`src/rtl/scp_map.svh`:
```
`ifndef SCP_MAP_SVH
`define SCP_MAP_SVH
// register indices (printed offsets are not all multiples of four)
`define SCP_IDX_CTRL1       8'h1a
`define SCP_IDX_CTRL2       8'h1b
`define SCP_IDX_MULT_NUM    8'h1c
`define SCP_IDX_MULT_DEN    8'h1d
`define SCP_IDX_CTRL3       8'h1e
`define SCP_IDX_PAGE        8'h1f
`define SCP_IDX_STATUS      8'h20
// page that holds this block
`define SCP_OWN_PAGE        4'h2
// byte address is four times the index
`define SCP_ADDR(idx)       {(idx), 2'b00}
// control two fields
`define SCP_C2_LOAD         7
`define SCP_C2_FIFO_LS      6
`define SCP_C2_WAVE_LS      5
`define SCP_C2_OVR_SECOND   4
`define SCP_C2_OVR_FIRST    3
`define SCP_C2_MAX_RATE     2
// control one fields
`define SCP_C1_SYNC_LINE    1
`define SCP_C1_ENABLE       0
// control three fields
`define SCP_C3_FIFO_RST     7
// reset values
`define SCP_RST_CTRL1       8'h00
`define SCP_RST_CTRL2       8'h02
`define SCP_RST_MULT_NUM    8'h00
`define SCP_RST_MULT_DEN    8'h00
`define SCP_RST_CTRL3       8'h00
`define SCP_RST_PAGE        4'h0
`endif

```
`src/rtl/scp_pkg.sv`:
```
package scp_pkg;
    typedef enum logic [1:0]
    {
        SCP_MODE_OUT_ONLY = 2'b00,
        SCP_MODE_ALL_MULT = 2'b01,
        SCP_MODE_OFF      = 2'b10,
        SCP_MODE_ALL_NOMULT = 2'b11
    } scp_mode_t;

    typedef enum logic [1:0]
    {
        SCP_ST_IDLE  = 2'b00,
        SCP_ST_ARMED = 2'b01,
        SCP_ST_RUN   = 2'b10
    } scp_state_t;

    typedef struct packed
    {
        logic        spread_active;
        logic        modulator_load;
        logic        fifo_reset;
        logic        wave_reset;
        logic        max_modulation_rate;
        logic        first_lock_out;
        logic        second_lock_out;
        scp_mode_t   loop_mode;
        logic        spread_all;
        logic        multiply_en;
        logic [8:0]  numerator;
        logic [8:0]  denominator;
    } scp_ctrl_t;
endpackage

```
`src/rtl/scp_line_sync.sv`:
```
`timescale 1ns/1ps
module scp_line_sync
    import scp_pkg::*;
(
    // clock and reset
    input  wire logic       pclk,
    input  wire logic       presetn,
    // line sync
    input  wire logic       line_sync_input,
    output logic            sync_pulse
);
    logic meta_reg;
    logic sync_reg;
    logic prev_reg;

    // two synchroniser flops plus an edge flop; the first is read by the second only
    always_ff @(posedge pclk or negedge presetn)
    begin
        if (!presetn)
        begin
            meta_reg <= 1'b0;
            sync_reg <= 1'b0;
            prev_reg <= 1'b0;
        end
        else
        begin
            meta_reg <= line_sync_input;
            sync_reg <= meta_reg;
            prev_reg <= sync_reg;
        end
    end

    assign sync_pulse = sync_reg & ~prev_reg;
endmodule

```
`src/rtl/scp_holdoff.sv`:
```
`timescale 1ns/1ps
module scp_holdoff
    import scp_pkg::*;
(
    // clock and reset
    input  wire logic       pclk,
    input  wire logic       presetn,
    // trigger and delay
    input  wire logic       start,
    input  wire logic [6:0] delay,
    output logic            fire
);
    logic [6:0] cnt_reg;
    logic       busy_reg;
    logic       fire_reg;

    // restart on every start; zero delay fires on the next edge
    always_ff @(posedge pclk or negedge presetn)
    begin
        if (!presetn)
        begin
            cnt_reg  <= 7'h00;
            busy_reg <= 1'b0;
            fire_reg <= 1'b0;
        end
        else if (start)
        begin
            cnt_reg  <= delay;
            busy_reg <= (delay != 7'h00);
            fire_reg <= (delay == 7'h00);
        end
        else if (busy_reg)
        begin
            cnt_reg  <= cnt_reg - 7'h01;
            busy_reg <= (cnt_reg != 7'h01);
            fire_reg <= (cnt_reg == 7'h01);
        end
        else
        begin
            fire_reg <= 1'b0;
        end
    end

    assign fire = fire_reg;
endmodule

```
`src/rtl/scp_top.sv`:
```
// Chosen here: the APB slave port.
`timescale 1ns/1ps
`include "scp_map.svh"
module scp_top
(
    // apb
    input  wire logic        pclk,
    input  wire logic        presetn,
    input  wire logic        psel,
    input  wire logic        penable,
    input  wire logic        pwrite,
    input  wire logic [9:0]  paddr,
    input  wire logic [31:0] pwdata,
    output logic [31:0]      prdata,
    output logic             pready,
    output logic             pslverr,
    // line sync and loop lock detectors
    input  wire logic        line_sync_input,
    input  wire logic        first_lock_raw,
    input  wire logic        second_lock_raw,
    // control to the clock unit
    output scp_pkg::scp_ctrl_t ctrl
);
    import scp_pkg::*;

    logic [7:0] ctrl1_reg;
    logic [7:0] ctrl2_reg;
    logic [7:0] num_reg;
    logic [7:0] den_reg;
    logic [7:0] ctrl3_reg;
    logic [3:0] page_reg;
    logic       enable_prev_reg;
    scp_state_t state_reg;
    scp_state_t state_next;
    scp_ctrl_t  ctrl_reg;
    scp_ctrl_t  ctrl_next;
    logic [31:0] prdata_reg;
    logic        pslverr_reg;

    wire logic acc      = psel & penable;
    wire logic wr       = acc & pwrite;
    wire logic rd       = acc & ~pwrite;
    wire logic on_page  = (page_reg == `SCP_OWN_PAGE);
    wire logic hit_c1   = (paddr == `SCP_ADDR(`SCP_IDX_CTRL1)) & on_page;
    wire logic hit_c2   = (paddr == `SCP_ADDR(`SCP_IDX_CTRL2)) & on_page;
    wire logic hit_num  = (paddr == `SCP_ADDR(`SCP_IDX_MULT_NUM)) & on_page;
    wire logic hit_den  = (paddr == `SCP_ADDR(`SCP_IDX_MULT_DEN)) & on_page;
    wire logic hit_c3   = (paddr == `SCP_ADDR(`SCP_IDX_CTRL3)) & on_page;
    wire logic hit_pg   = (paddr == `SCP_ADDR(`SCP_IDX_PAGE));
    wire logic hit_st   = (paddr == `SCP_ADDR(`SCP_IDX_STATUS)) & on_page;
    wire logic hit_any  = hit_c1 | hit_c2 | hit_num | hit_den | hit_c3 | hit_pg | hit_st;

    wire logic sync_pulse;
    wire logic holdoff_fire;

    scp_line_sync u_sync
    (
        .pclk            (pclk),
        .presetn         (presetn),
        .line_sync_input (line_sync_input),
        .sync_pulse      (sync_pulse)
    );

    scp_holdoff u_hold
    (
        .pclk    (pclk),
        .presetn (presetn),
        .start   (sync_pulse),
        .delay   (ctrl3_reg[6:0]),
        .fire    (holdoff_fire)
    );

    // one-cycle command strobes; self-clearing bits never store a one
    wire logic load_cmd   = wr & hit_c2 & pwdata[`SCP_C2_LOAD];
    wire logic fifo_cmd   = wr & hit_c3 & pwdata[`SCP_C3_FIFO_RST];
    wire logic enable_now = ctrl1_reg[`SCP_C1_ENABLE];
    wire logic enable_rise = enable_now & ~enable_prev_reg;
    wire logic mode_off   = (scp_mode_t'(ctrl2_reg[1:0]) == SCP_MODE_OFF);

    always_ff @(posedge pclk or negedge presetn)
    begin
        if (!presetn)
        begin
            ctrl1_reg <= `SCP_RST_CTRL1;
            ctrl2_reg <= `SCP_RST_CTRL2;
            num_reg   <= `SCP_RST_MULT_NUM;
            den_reg   <= `SCP_RST_MULT_DEN;
            ctrl3_reg <= `SCP_RST_CTRL3;
            page_reg  <= `SCP_RST_PAGE;
        end
        else if (wr)
        begin
            if (hit_c1)
                ctrl1_reg <= {6'h00, pwdata[1:0]};
            if (hit_c2)
                ctrl2_reg <= {1'b0, pwdata[6:0]};
            if (hit_num)
                num_reg <= pwdata[7:0];
            if (hit_den)
                den_reg <= pwdata[7:0];
            if (hit_c3)
                ctrl3_reg <= {1'b0, pwdata[6:0]};
            if (hit_pg)
                page_reg <= pwdata[3:0];
        end
    end

    always_comb
    begin
        state_next = state_reg;
        case (state_reg)
            SCP_ST_IDLE:
                if (enable_rise)
                    state_next = ctrl1_reg[`SCP_C1_SYNC_LINE] ? SCP_ST_ARMED : SCP_ST_RUN;
            SCP_ST_ARMED:
                if (!enable_now)
                    state_next = SCP_ST_IDLE;
                else if (sync_pulse)
                    state_next = SCP_ST_RUN;
            SCP_ST_RUN:
                if (!enable_now)
                    state_next = SCP_ST_IDLE;
            default:
                state_next = SCP_ST_IDLE;
        endcase
    end

    wire logic spread_start = (state_reg != SCP_ST_RUN) & (state_next == SCP_ST_RUN);
    wire logic running      = (state_reg == SCP_ST_RUN);

    always_comb
    begin
        ctrl_next = '0;
        ctrl_next.spread_active = (state_next == SCP_ST_RUN) & ~mode_off;
        // reload on load bit or enable rise
        ctrl_next.modulator_load = load_cmd | enable_rise;
        // fifo reset at start, optional at line sync; forced
        ctrl_next.fifo_reset = fifo_cmd | spread_start
                             | (holdoff_fire & running & ctrl2_reg[`SCP_C2_FIFO_LS]);
        // waveform restart on delayed line sync
        ctrl_next.wave_reset = holdoff_fire & running & ctrl2_reg[`SCP_C2_WAVE_LS];
        ctrl_next.max_modulation_rate = ctrl2_reg[`SCP_C2_MAX_RATE];
        ctrl_next.first_lock_out = first_lock_raw | ctrl2_reg[`SCP_C2_OVR_FIRST];
        ctrl_next.second_lock_out = second_lock_raw | ctrl2_reg[`SCP_C2_OVR_SECOND];
        ctrl_next.loop_mode = scp_mode_t'(ctrl2_reg[1:0]);
        ctrl_next.spread_all = (ctrl2_reg[1:0] == 2'b11) | (ctrl2_reg[1:0] == 2'b01);
        ctrl_next.multiply_en = (ctrl2_reg[1:0] == 2'b01) | (ctrl2_reg[1:0] == 2'b00);
        ctrl_next.numerator = {1'b0, num_reg} + 9'h001;
        ctrl_next.denominator = {1'b0, den_reg} + 9'h001;
    end

    always_ff @(posedge pclk or negedge presetn)
    begin
        if (!presetn)
        begin
            state_reg       <= SCP_ST_IDLE;
            enable_prev_reg <= 1'b0;
            ctrl_reg        <= '{loop_mode: SCP_MODE_OFF, numerator: 9'h001, denominator: 9'h001, default: '0};
        end
        else
        begin
            state_reg       <= state_next;
            enable_prev_reg <= enable_now;
            ctrl_reg        <= ctrl_next;
        end
    end

    assign ctrl = ctrl_reg;

    // read mux; unmapped addresses, and all but the page register when off page, read zero with pslverr
    wire logic [7:0] rd_byte =
        hit_c1  ? ctrl1_reg :
        hit_c2  ? ctrl2_reg :
        hit_num ? num_reg :
        hit_den ? den_reg :
        hit_c3  ? ctrl3_reg :
        hit_pg  ? {4'h0, page_reg} :
        hit_st  ? {4'h0, ctrl_reg.first_lock_out, ctrl_reg.second_lock_out, state_reg} :
        8'h00;

    always_ff @(posedge pclk or negedge presetn)
    begin
        if (!presetn)
        begin
            prdata_reg  <= 32'h0000_0000;
            pslverr_reg <= 1'b0;
        end
        else if (psel & ~penable)
        begin
            prdata_reg  <= pwrite ? 32'h0000_0000 : {24'h00_0000, rd_byte};
            pslverr_reg <= ~hit_any;
        end
    end

    // zero wait states: data is set up in the setup cycle
    assign pready  = 1'b1;
    assign prdata  = rd ? prdata_reg : 32'h0000_0000;
    assign pslverr = acc & pslverr_reg;

    // checker helper: cycles since the last synchronized line sync, saturating
    logic [7:0] since_sync_reg;

    always_ff @(posedge pclk or negedge presetn)
    begin
        if (!presetn)
            since_sync_reg <= 8'hff;
        else if (sync_pulse)
            since_sync_reg <= 8'h00;
        else if (since_sync_reg != 8'hff)
            since_sync_reg <= since_sync_reg + 8'h01;
    end
endmodule

```
`config.mk`:
```
export PLATFORM = sky130hd
export DESIGN_NAME = scp_top
export DESIGN_NICKNAME = d
export VERILOG_FILES = /design/src/rtl/scp_pkg.sv /design/src/rtl/scp_line_sync.sv /design/src/rtl/scp_holdoff.sv /design/src/rtl/scp_top.sv
export VERILOG_INCLUDE_DIRS = /design/src /design/src/rtl
export SDC_FILE = /design/constraint.sdc
export NUM_CORES = 1
export LEC_CHECK = 0
export CORE_UTILIZATION = 38
export DETAILED_ROUTE_END_ITERATION = 16
export DONT_BUFFER_PORTS = 1
export SYNTH_ARGS = -nofsm -noshare
export SYNTH_HDL_FRONTEND = slang
export SYNTH_HIERARCHICAL = 1
export SYNTH_SLANG_ARGS = --single-unit
```
`constraint.sdc`:
```
create_clock -name pclk -period 2.2 [get_ports pclk]
set_clock_uncertainty 0.2 [all_clocks]
set_input_delay 0.11 -clock pclk [delete_from_list [all_inputs] [get_ports pclk]]
set_output_delay 0.11 -clock pclk [all_outputs]
set_load 0.01 [all_outputs]
```
## Word-level counts from Yosys, hierarchy flattened

Index checks and enable logic that the tools add are counted.

| word-level totals | value |
|---|---|
| output and inout port bits | 63 |
| register bits after elaboration | 113 |
| word-level logic and storage cells | 121 |
| input bits | 50 |

| operators by class | value |
|---|---|
| equality and inequality tests | 17 |
| reduce and logical (&&, ||, !) cells | 11 |
| muxes and demuxes | 21 |
| bitwise operators | 41 |
| $add $sub $neg | 3 |

Operators with widths:

| cell | count |
|---|---|
| $eq 10x7->1 const B | 6 |
| $mux 8 | 5 |
| $mux 32 | 1 |
| $and 1x1->1 | 22 |
| $mux 7 | 3 |
| $add 8x1->9 const B | 2 |
| $or 1x1->1 | 13 |
| $reduce_and 2->1 | 6 |
| $eq 10x8->1 const B | 1 |
| $mux 2 | 5 |
| $eq 2x2->1 const B | 4 |
| $mux 4 | 2 |
| $eq 7x1->1 const B | 1 |
| $logic_not 7->1 | 1 |
| $ne 7x1->1 const B | 1 |
| $reduce_bool 7->1 | 1 |
| $sub 7x1->7 const B | 1 |
| $not 1->1 | 6 |
| $pmux 2 s3 | 1 |
| $eq 2x1->1 const B | 2 |
| $eq 4x2->1 const B | 1 |
| $logic_not 2->1 | 2 |
| $mux 1 | 4 |
| $ne 2x2->1 const B | 1 |
| $reduce_bool 2->1 | 1 |

## Depth between registers and ports, before layout

Gate-level depths: netlist of the first run.

| depth | value |
|---|---|
| depth in word-level cells | 10 |
| mapped depth | 6 |
| gate-level depth less buffers | 5 |

## Cells and area by module

Netlist of the first run, hierarchy kept.

Modules (own cells, without submodules):

| module | area each (sq um) | sequential area each (sq um) | cells an instance | instances |
|---|---|---|---|---|
| scp_top | 3722.3 | 1931.9 | 323 | 1 |
| scp_holdoff | 503.0 | 225.2 | 55 | 1 |
| scp_line_sync | 88.8 | 75.1 | 4 | 1 |

## Worst setup path after synthesis of the first run

OpenSTA, ideal clock, no wires.

| path | value |
|---|---|
| path type | register to register |
| start point | reg page_reg[0] |
| end point | reg ctrl3_reg[0] |
| required time | 1.875 ns |
| period minus slack after synthesis | 2.110 ns |
| arrival time | 1.785 ns |
| slack | 0.090 ns |
| stages on the path, launching flop included | 6 |
| buffers on the path | 0 |
| setup time | 0.125 ns |
| cells stage by stage | dfrtp_1 nor4b_4 and3_1 nand2_1 nor2_4 mux2_2 |

| between the ends | value |
|---|---|
| cells in the longest elaborated chain, start to end | 3 |

RTL lines:

| item | RTL line | source |
|---|---|---|
| start: declaration | scp_top.sv:31 | `logic [3:0] page_reg;` |
| start signal: assignment | scp_top.sv:89 | `` page_reg <= `SCP_RST_PAGE; `` |
| start signal: assignment | scp_top.sv:104 | `page_reg <= pwdata[3:0];` |
| $eq 4x2->1 (no line) | -- |  |
| $and 1x1->1 | scp_top.sv:48 | `` wire logic hit_c3 = (paddr == `SCP_ADDR(`SCP_IDX_CTRL3)) & on_page; `` |
| $reduce_and 2->1 (no line) | -- |  |
| end signal: assignment | scp_top.sv:88 | `` ctrl3_reg <= `SCP_RST_CTRL3; `` |
| end signal: assignment | scp_top.sv:102 | `ctrl3_reg <= {1'b0, pwdata[6:0]};` |
| end: declaration | scp_top.sv:30 | `logic [7:0] ctrl3_reg;` |

No other way between the ends.
A chain may end at the register's enable or synchronous reset.

## Worst setup path in the final report of the first run

| path | value |
|---|---|
| start point | reg page_reg[0] |
| end point | reg num_reg[1] |

| between the ends | value |
|---|---|
| cells in the longest elaborated chain, start to end | 3 |

RTL lines:

| item | RTL line | source |
|---|---|---|
| $eq 4x2->1 (no line) | -- |  |
| $and 1x1->1 | scp_top.sv:46 | `` wire logic hit_num = (paddr == `SCP_ADDR(`SCP_IDX_MULT_NUM)) & on_page; `` |
| $reduce_and 2->1 (no line) | -- |  |
| end signal: assignment | scp_top.sv:86 | `` num_reg <= `SCP_RST_MULT_NUM; `` |
| end signal: assignment | scp_top.sv:98 | `num_reg <= pwdata[7:0];` |
| end: declaration | scp_top.sv:28 | `logic [7:0] num_reg;` |

No other way between the ends.

==> run_results.csv, run 1 <==
group,metric,value,unit
cells_and_area,area_growth,13.9,%
critical_path,cp_data_required_time,2.23,ns
outcome,outcome,"finished, violations left",
clocking,cts_buffers,9,
grt,met2_usage,30.2,%
hold_path,hold_path_class,"in -> async",
clocking,holdBufCountCts,14,
route,drc,0,
die,rows,38,
clocking,cts_tree,"built",
route,drt-total-wl,10.2,mm
cells_and_area,largest_register_ffs,29,
critical_path,crit_start,"page_reg[0]",
grt,antenna_found_initial,2,
route,drt_pass1_iterations,5,
flow_run,drv_cap,0,
route,antenna_left,0,
sta,fin_ws,0.0537,ns
logic_synthesis,synth-main-ff-cell,"dfrtp_1",
logic_synthesis,synthTopCellsByCount,"dfrtp_1, mux2_2, buf_4, nand2_1, nor2_1",
placement,dp_hpwl,7.45,mm
logic_synthesis,syn_inst,382,
cells_and_area,nNetsFinal,463,
placement,dpl_worst_slack,0.00703,ns
sta,relSlewSlack,59.8,%
logic_synthesis,ys_ff_latch,89,
logic_synthesis,yosys.area.top_type,"dfrtp_1",
logic_synthesis,ys_warn_count,6,
logic_synthesis,netlist_area,4310,sq um
pwr,p_int,2770,uW
grt,met1_usage,24.7,%
logic_synthesis,syn_avg_cell_area,11.3,sq um
logic_synthesis,synth_cell_types,65,
die,die_y,109,um
clocking,cts-root-buf,"clkbuf_16",
sta,min_period_over_period,97.6,%
grt,grt_pass1_wl,16.6,mm
logic_synthesis,synth_edf_count,0,
clocking,cts_sinks,89,
die,io_pins,113,
clocking,cts.clk_slew.worst_paths,0.07,ns
sta,rsz0062_at_grt,"yes",
critical_path,worst-path-max-fanout,9,
die,fp.dieW,109,um
sta,hold_viol,89,
critical_path,startpoint_type,"register",
grt,grt_pass1_vias,2960,
sta,clock.fmax,0.466,GHz
pwr,clockPowerShare,42.9,%
grt,top_usage_layer,"met2",
sta,worst_hold_slack,-0.742,ns
logic_synthesis,async_reset_ff_share,100,%
route,vias,2955,
grt,grt_use_total,19.0,%
outcome,failed_checks,"hold timing",
sta,worstMarginPinSlew,0.601,ns
pwr,p_sw,877,uW
sta,maxSlewViolCount,0,
logic_synthesis,synthTopCellsByArea,"dfrtp_1, mux2_2, buf_4",
logic_synthesis,seq_area_frac_synth,51.7,%
die,initial_core_util,39.5,%
route,viasPerCell,5.32,
clocking,cts_buffer_depth,2,
pwr,combPwrFrac,8.5,%
clocking,h-tree-depth,3,
grt,grt_max_degree,90,
critical_path,criticalPathCategory,"reg -> reg",
route,routedWlPerCell,18.4,um
pwr,power.density,743,nW/um^2
clocking,clock_latency,0.34,ns
die,coreArea,10900,sq um
die,dieArea,11800,sq um
cells_and_area,drive_above_1_share,20.0,%
pwr,vdd_drop_max,0.493,mV
sta,setup_violations,0,
grt,grt_overflow,0,
route,drt_iter0_drc,164,
critical_path,critPathCaptureType,"register",
placement,gp_congestion,0.836,
pwr,swShare,24.0,%
grt,grt_use_met3,6.69,%
logic_synthesis,yosysTopAreaCellShare,49.3,%
placement,io_buffers,0,
sta,period_minus_slack,2.15,ns
logic_synthesis,synth_most_common_cell,"dfrtp_1",
pwr,leakagePower,0.00223,uW
critical_path,crit_arrival,2.18,ns
pwr,p_seq_share,48.7,%
critical_path,r2r_start,"page_reg[0]",
[worst max-delay path: stages (launching register included)]
cell and delay (ns):
dfrtp_1 0.41, nor4b_4 0.37, buf_4 0.22, nand4_4 0.13
nor3_4 0.23, buf_12 0.16, mux2_2 0.33
[logic make-up after synthesis]
| kind of cell | after synthesis | share of synthesized area (%) |
|---|---|---|
| multiplexers | 38 | 9.80 |
| other | 2 | 0.174 |
| XOR/XNOR | 16 | 3.25 |
| AO/OA/AOI/OAI | 59 | 9.37 |
| adder cells (fa/ha/maj) | 4 | 1.16 |
| buffers and inverters | 45 | 6.29 |
| AND/OR/NAND/NOR | 129 | 18.2 |
| flip-flops | 89 | 51.7 |
[final cells by class]
class,count,area [sq um]
Antenna cell,1,2.50
Clock buffer,11,243
Clock inverter,5,65.1
Fill cell,1060,6020
Inverter,11,41.3
Multi-Input combinational cell,271,1910
Sequential cell,89,2230
Tap cell,140,175
Timing Repair Buffer,27,250
[power groups by stage]
| stage | combinational, uW | sequential [uW] | clock, uW |
|---|---|---|---|
| after global placement | 267 | 1800 | 0 |
| after global routing | 361 | 1790 | 1680 |
| final | 310 | 1780 | 1560 |
| after detailed placement | 270 | 1810 | 0 |
| after CTS | 310 | 1780 | 1600 |
| after floorplan | 278 | 1790 | 0 |
[path summary, 6_finish.rpt]
path,to,slack [ns],cells after the start
setup reg to reg,num_reg[1],0.05,6
hold / removal,num_reg[7],-0.74,0
hold reg to reg,u_sync/sync_reg,0.14,0
max in group asynchronous,ctrl2_reg[1],2.32,0
setup / recovery,num_reg[1],0.05,6
min in group pclk,prdata_reg[1],0.01,5
[per-stage QoR]
stage	setup TNS (ns)	cell area [sq um]	total power (uW)	std cells	util [%]
finish	0	4910	3650	555	44.9
global placement	0	4440	2070	523	40.6
global route	-0.000897	4910	3820	554	44.9
CTS	0	4880	3690	553	44.7
detailed placement	0	4440	2080	523	40.6
floorplan	0	4400	2060	405	-
[placed cells by master, fill, tap and decap left out, types with 9 or more instances in the layout]
master,count
dfrtp_1,85
clkbuf_16,9
xnor2_1,10
and2_1,12
nand3_1,10
nor2_1,20
mux2_2,34
dlygate4sd3_1,14
o21ai_0,19
buf_4,12
inv_1,11
nand2_1,27
conb_1,25
[repair_timing]
item                                    in CTS  in global routing
endpoints found under the setup margin       0                  9
gates resized for setup                      0                  4
setup buffers                                0                  1
hold endpoints to repair                   138                 89
[layer usage]
layer  vias up  routed length (um)  part of all wire [%]
met2        93                4850                    47
li1       1382                   -                     -
met3        15                 759                   7.4
met1      1463                4490                    44
met4         2                 102                   1.0
met5         -                  16                  0.16
(Power assumes the default switching activity.)
==> run 2: changes to the inputs <==
--- a/config.mk
+++ b/config.mk
@@ -6,10 +6,11 @@
 export SDC_FILE = /design/constraint.sdc
 export NUM_CORES = 1
 export LEC_CHECK = 0
+export ABC_AREA = 1
 export CORE_UTILIZATION = 38
 export DETAILED_ROUTE_END_ITERATION = 16
 export DONT_BUFFER_PORTS = 1
+export RECOVER_POWER = 50
 export SYNTH_ARGS = -nofsm -noshare
 export SYNTH_HDL_FRONTEND = slang
-export SYNTH_HIERARCHICAL = 1
 export SYNTH_SLANG_ARGS = --single-unit
==> run_results.csv, run 2 <==
group,metric,value,unit
grt,met2_usage,25.8,%
cells_and_area,drive_above_1_share,16.2,%
sta,worst_hold_slack,-0.738,ns
clocking,clock_latency,0.34,ns
cells_and_area,area_growth,10.6,%
route,drt_pass1_iterations,5,
critical_path,critPathCaptureType,"register",
critical_path,worstRegToRegCells,10,
grt,grt_pass1_wl,16.5,mm
pwr,vdd_drop_max,0.346,mV
clocking,holdBufCountCts,18,
sta,clock.fmax,0.506,GHz
route,viasPerCell,4.97,
sta,fin_ws,0.223,ns
hold_path,hold_path_class,"in -> async",
die,coreArea,11500,sq um
critical_path,crit_arrival,1.98,ns
critical_path,reg2reg_setup_slack,0.25,ns
sta,setup_violations,0,
logic_synthesis,synthTopCellsByArea,"dfrtp_1, nand2_1, o21ai_2",
logic_synthesis,synth_cell_types,45,
logic_synthesis,synth_most_common_cell,"nand2_1",
route,vias,3278,
critical_path,cp_data_required_time,2.20,ns
sta,relSlewSlack,62.6,%
clocking,post_cts_resized,0,
critical_path,r2r-end,"prdata_reg[3]",
die,rows,39,
placement,io_buffers,0,
logic_synthesis,synthTopCellsByCount,"nand2_1, dfrtp_1, inv_1",
outcome,outcome,"finished, violations left",
die,io_pins,113,
clocking,cts_tree,"built",
grt,grt_max_degree,90,
clocking,cts_buffer_depth,2,
outcome,failed_checks,"hold timing",
die,dieArea,12300,sq um
die,initial_core_util,39.3,%
grt,met1_usage,25.3,%
logic_synthesis,async_reset_ff_share,100,%
logic_synthesis,seq_area_frac_synth,49.5,%
logic_synthesis,synth_edf_count,0,
clocking,cts_buffers,9,
grt,grt_use_total,17.5,%
sta,min_period_over_period,89.9,%
sta,tns,0,ns
logic_synthesis,yosysTopAreaCellShare,47.2,%
critical_path,startpoint_type,"input pin",
placement,dp_hpwl,7.19,mm
placement,gp_congestion,0.846,
clocking,postCtsSetupRepairBufs,0,
logic_synthesis,ys_warn_count,0,
logic_synthesis,syn_avg_cell_area,9.18,sq um
logic_synthesis,yosys.area.top_type,"dfrtp_1",
critical_path,criticalPathCategory,"in -> reg",
cells_and_area,layout_commonest_cell,"nand2_1",
logic_synthesis,netlist_area,4510,sq um
grt,grt_pass1_vias,3187,
critical_path,r2r_start,"page_reg[0]",
logic_synthesis,synth-main-ff-cell,"dfrtp_1",
route,drt_iter0_drc,220,
logic_synthesis,ys_ff_latch,89,
sta,worstMarginPinSlew,0.553,ns
sta,rsz0062_at_grt,"no",
cells_and_area,largest_register_ffs,29,
sta,maxSlewViolCount,0,
pwr,leakagePower,0.00237,uW
pwr,power.density,737,nW/um^2
clocking,cts-root-buf,"clkbuf_16",
clocking,h-tree-depth,3,
sta,hold_viol,89,
route,antenna_left,0,
grt,grt_overflow,0,
flow_run,drv_cap,0,
cells_and_area,insertedDiodeCount,0,
grt,antenna_found_initial,0,
die,fp.dieW,111,um
cells_and_area,final_cell_mix,"nand2_1, dfrtp_1, inv_1, nand3_1, nor2_1",
clocking,cts.clk_slew.worst_paths,0.07,ns
route,drc,0,
clocking,cts_sinks,89,
sta,period_minus_slack,1.98,ns
placement,dpl_worst_slack,0.271,ns
route,drt-total-wl,10.1,mm
cells_and_area,nNetsFinal,566,
die,die_y,111,um
critical_path,worst-path-max-fanout,8,
grt,top_usage_layer,"met2",
logic_synthesis,syn_inst,491,
route,routedWlPerCell,15.4,um
grt,grt_use_met3,3.94,%
-- run 2: cell type report --
type | instances | area [sq um]
Clock buffer | 13 | 240
Tap cell | 143 | 179
Fill cell | 1142 | 6480
Timing Repair Buffer | 18 | 180
Clock inverter | 3 | 42.5
Inverter | 68 | 255
Sequential cell | 89 | 2230
Multi-Input combinational cell | 326 | 1860
-- run 2: critical path, cell delays in order --
cell and delay [ns]:
dlygate4sd3_1 0.57, nor2_4 0.21, dlygate4sd3_1 0.62, nand4_1 0.26
nand2_1 0.12, o21ai_0 0.08
-- run 2: metal layers --
layer	routed length [um]	part of all wire [%]	vias to the layer above
li1	-	-	1587
met5	0	0	-
met1	4890	48	1576
met2	4610	45	104
met3	534	5.3	11
met4	112	1.1	0
-- run 2: report_power, final --
part,internal (uW),switching (uW)
registers,1700,55.9
logic,175,256
clock network,880,605
total,2760,916
-- run 2: how the worst max path moves through the flow --
stage                     start             to  cells past startpoint
floorplan           page_reg[3]   ctrl2_reg[5]                      7
global placement    page_reg[0]       ctrl[26]                      7
detailed placement  page_reg[0]  prdata_reg[3]                     10
CTS                    paddr[8]    page_reg[2]                      6
global route           paddr[8]    page_reg[3]                      6
finish                 paddr[8]    page_reg[2]                      6
-- run 2: stage by stage --
| step | hold WS, ns | util, % | power (uW) | std cells | cell area (sq um) |
|---|---|---|---|---|---|
| after floorplan | -0.386 | - | 2140 | 514 | 4590 |
| after global placement | -0.381 | 39.4 | 2180 | 626 | 4520 |
| after detailed placement | -0.382 | 39.4 | 2190 | 626 | 4520 |
| after CTS | -0.746 | 43.5 | 3720 | 660 | 4980 |
| after global routing | -0.750 | 43.5 | 3860 | 660 | 4980 |
| final | -0.738 | 43.5 | 3680 | 660 | 4980 |
-- run 2: cell families after synthesis --
family | after synthesis | share of synthesized area, %
compound gates | 69 | 11.5
xor+xnor | 17 | 3.30
fa+ha+maj | 4 | 1.11
buf+inv | 99 | 11.2
flops | 89 | 49.5
other cells | 2 | 0.167
simple gates | 211 | 23.1
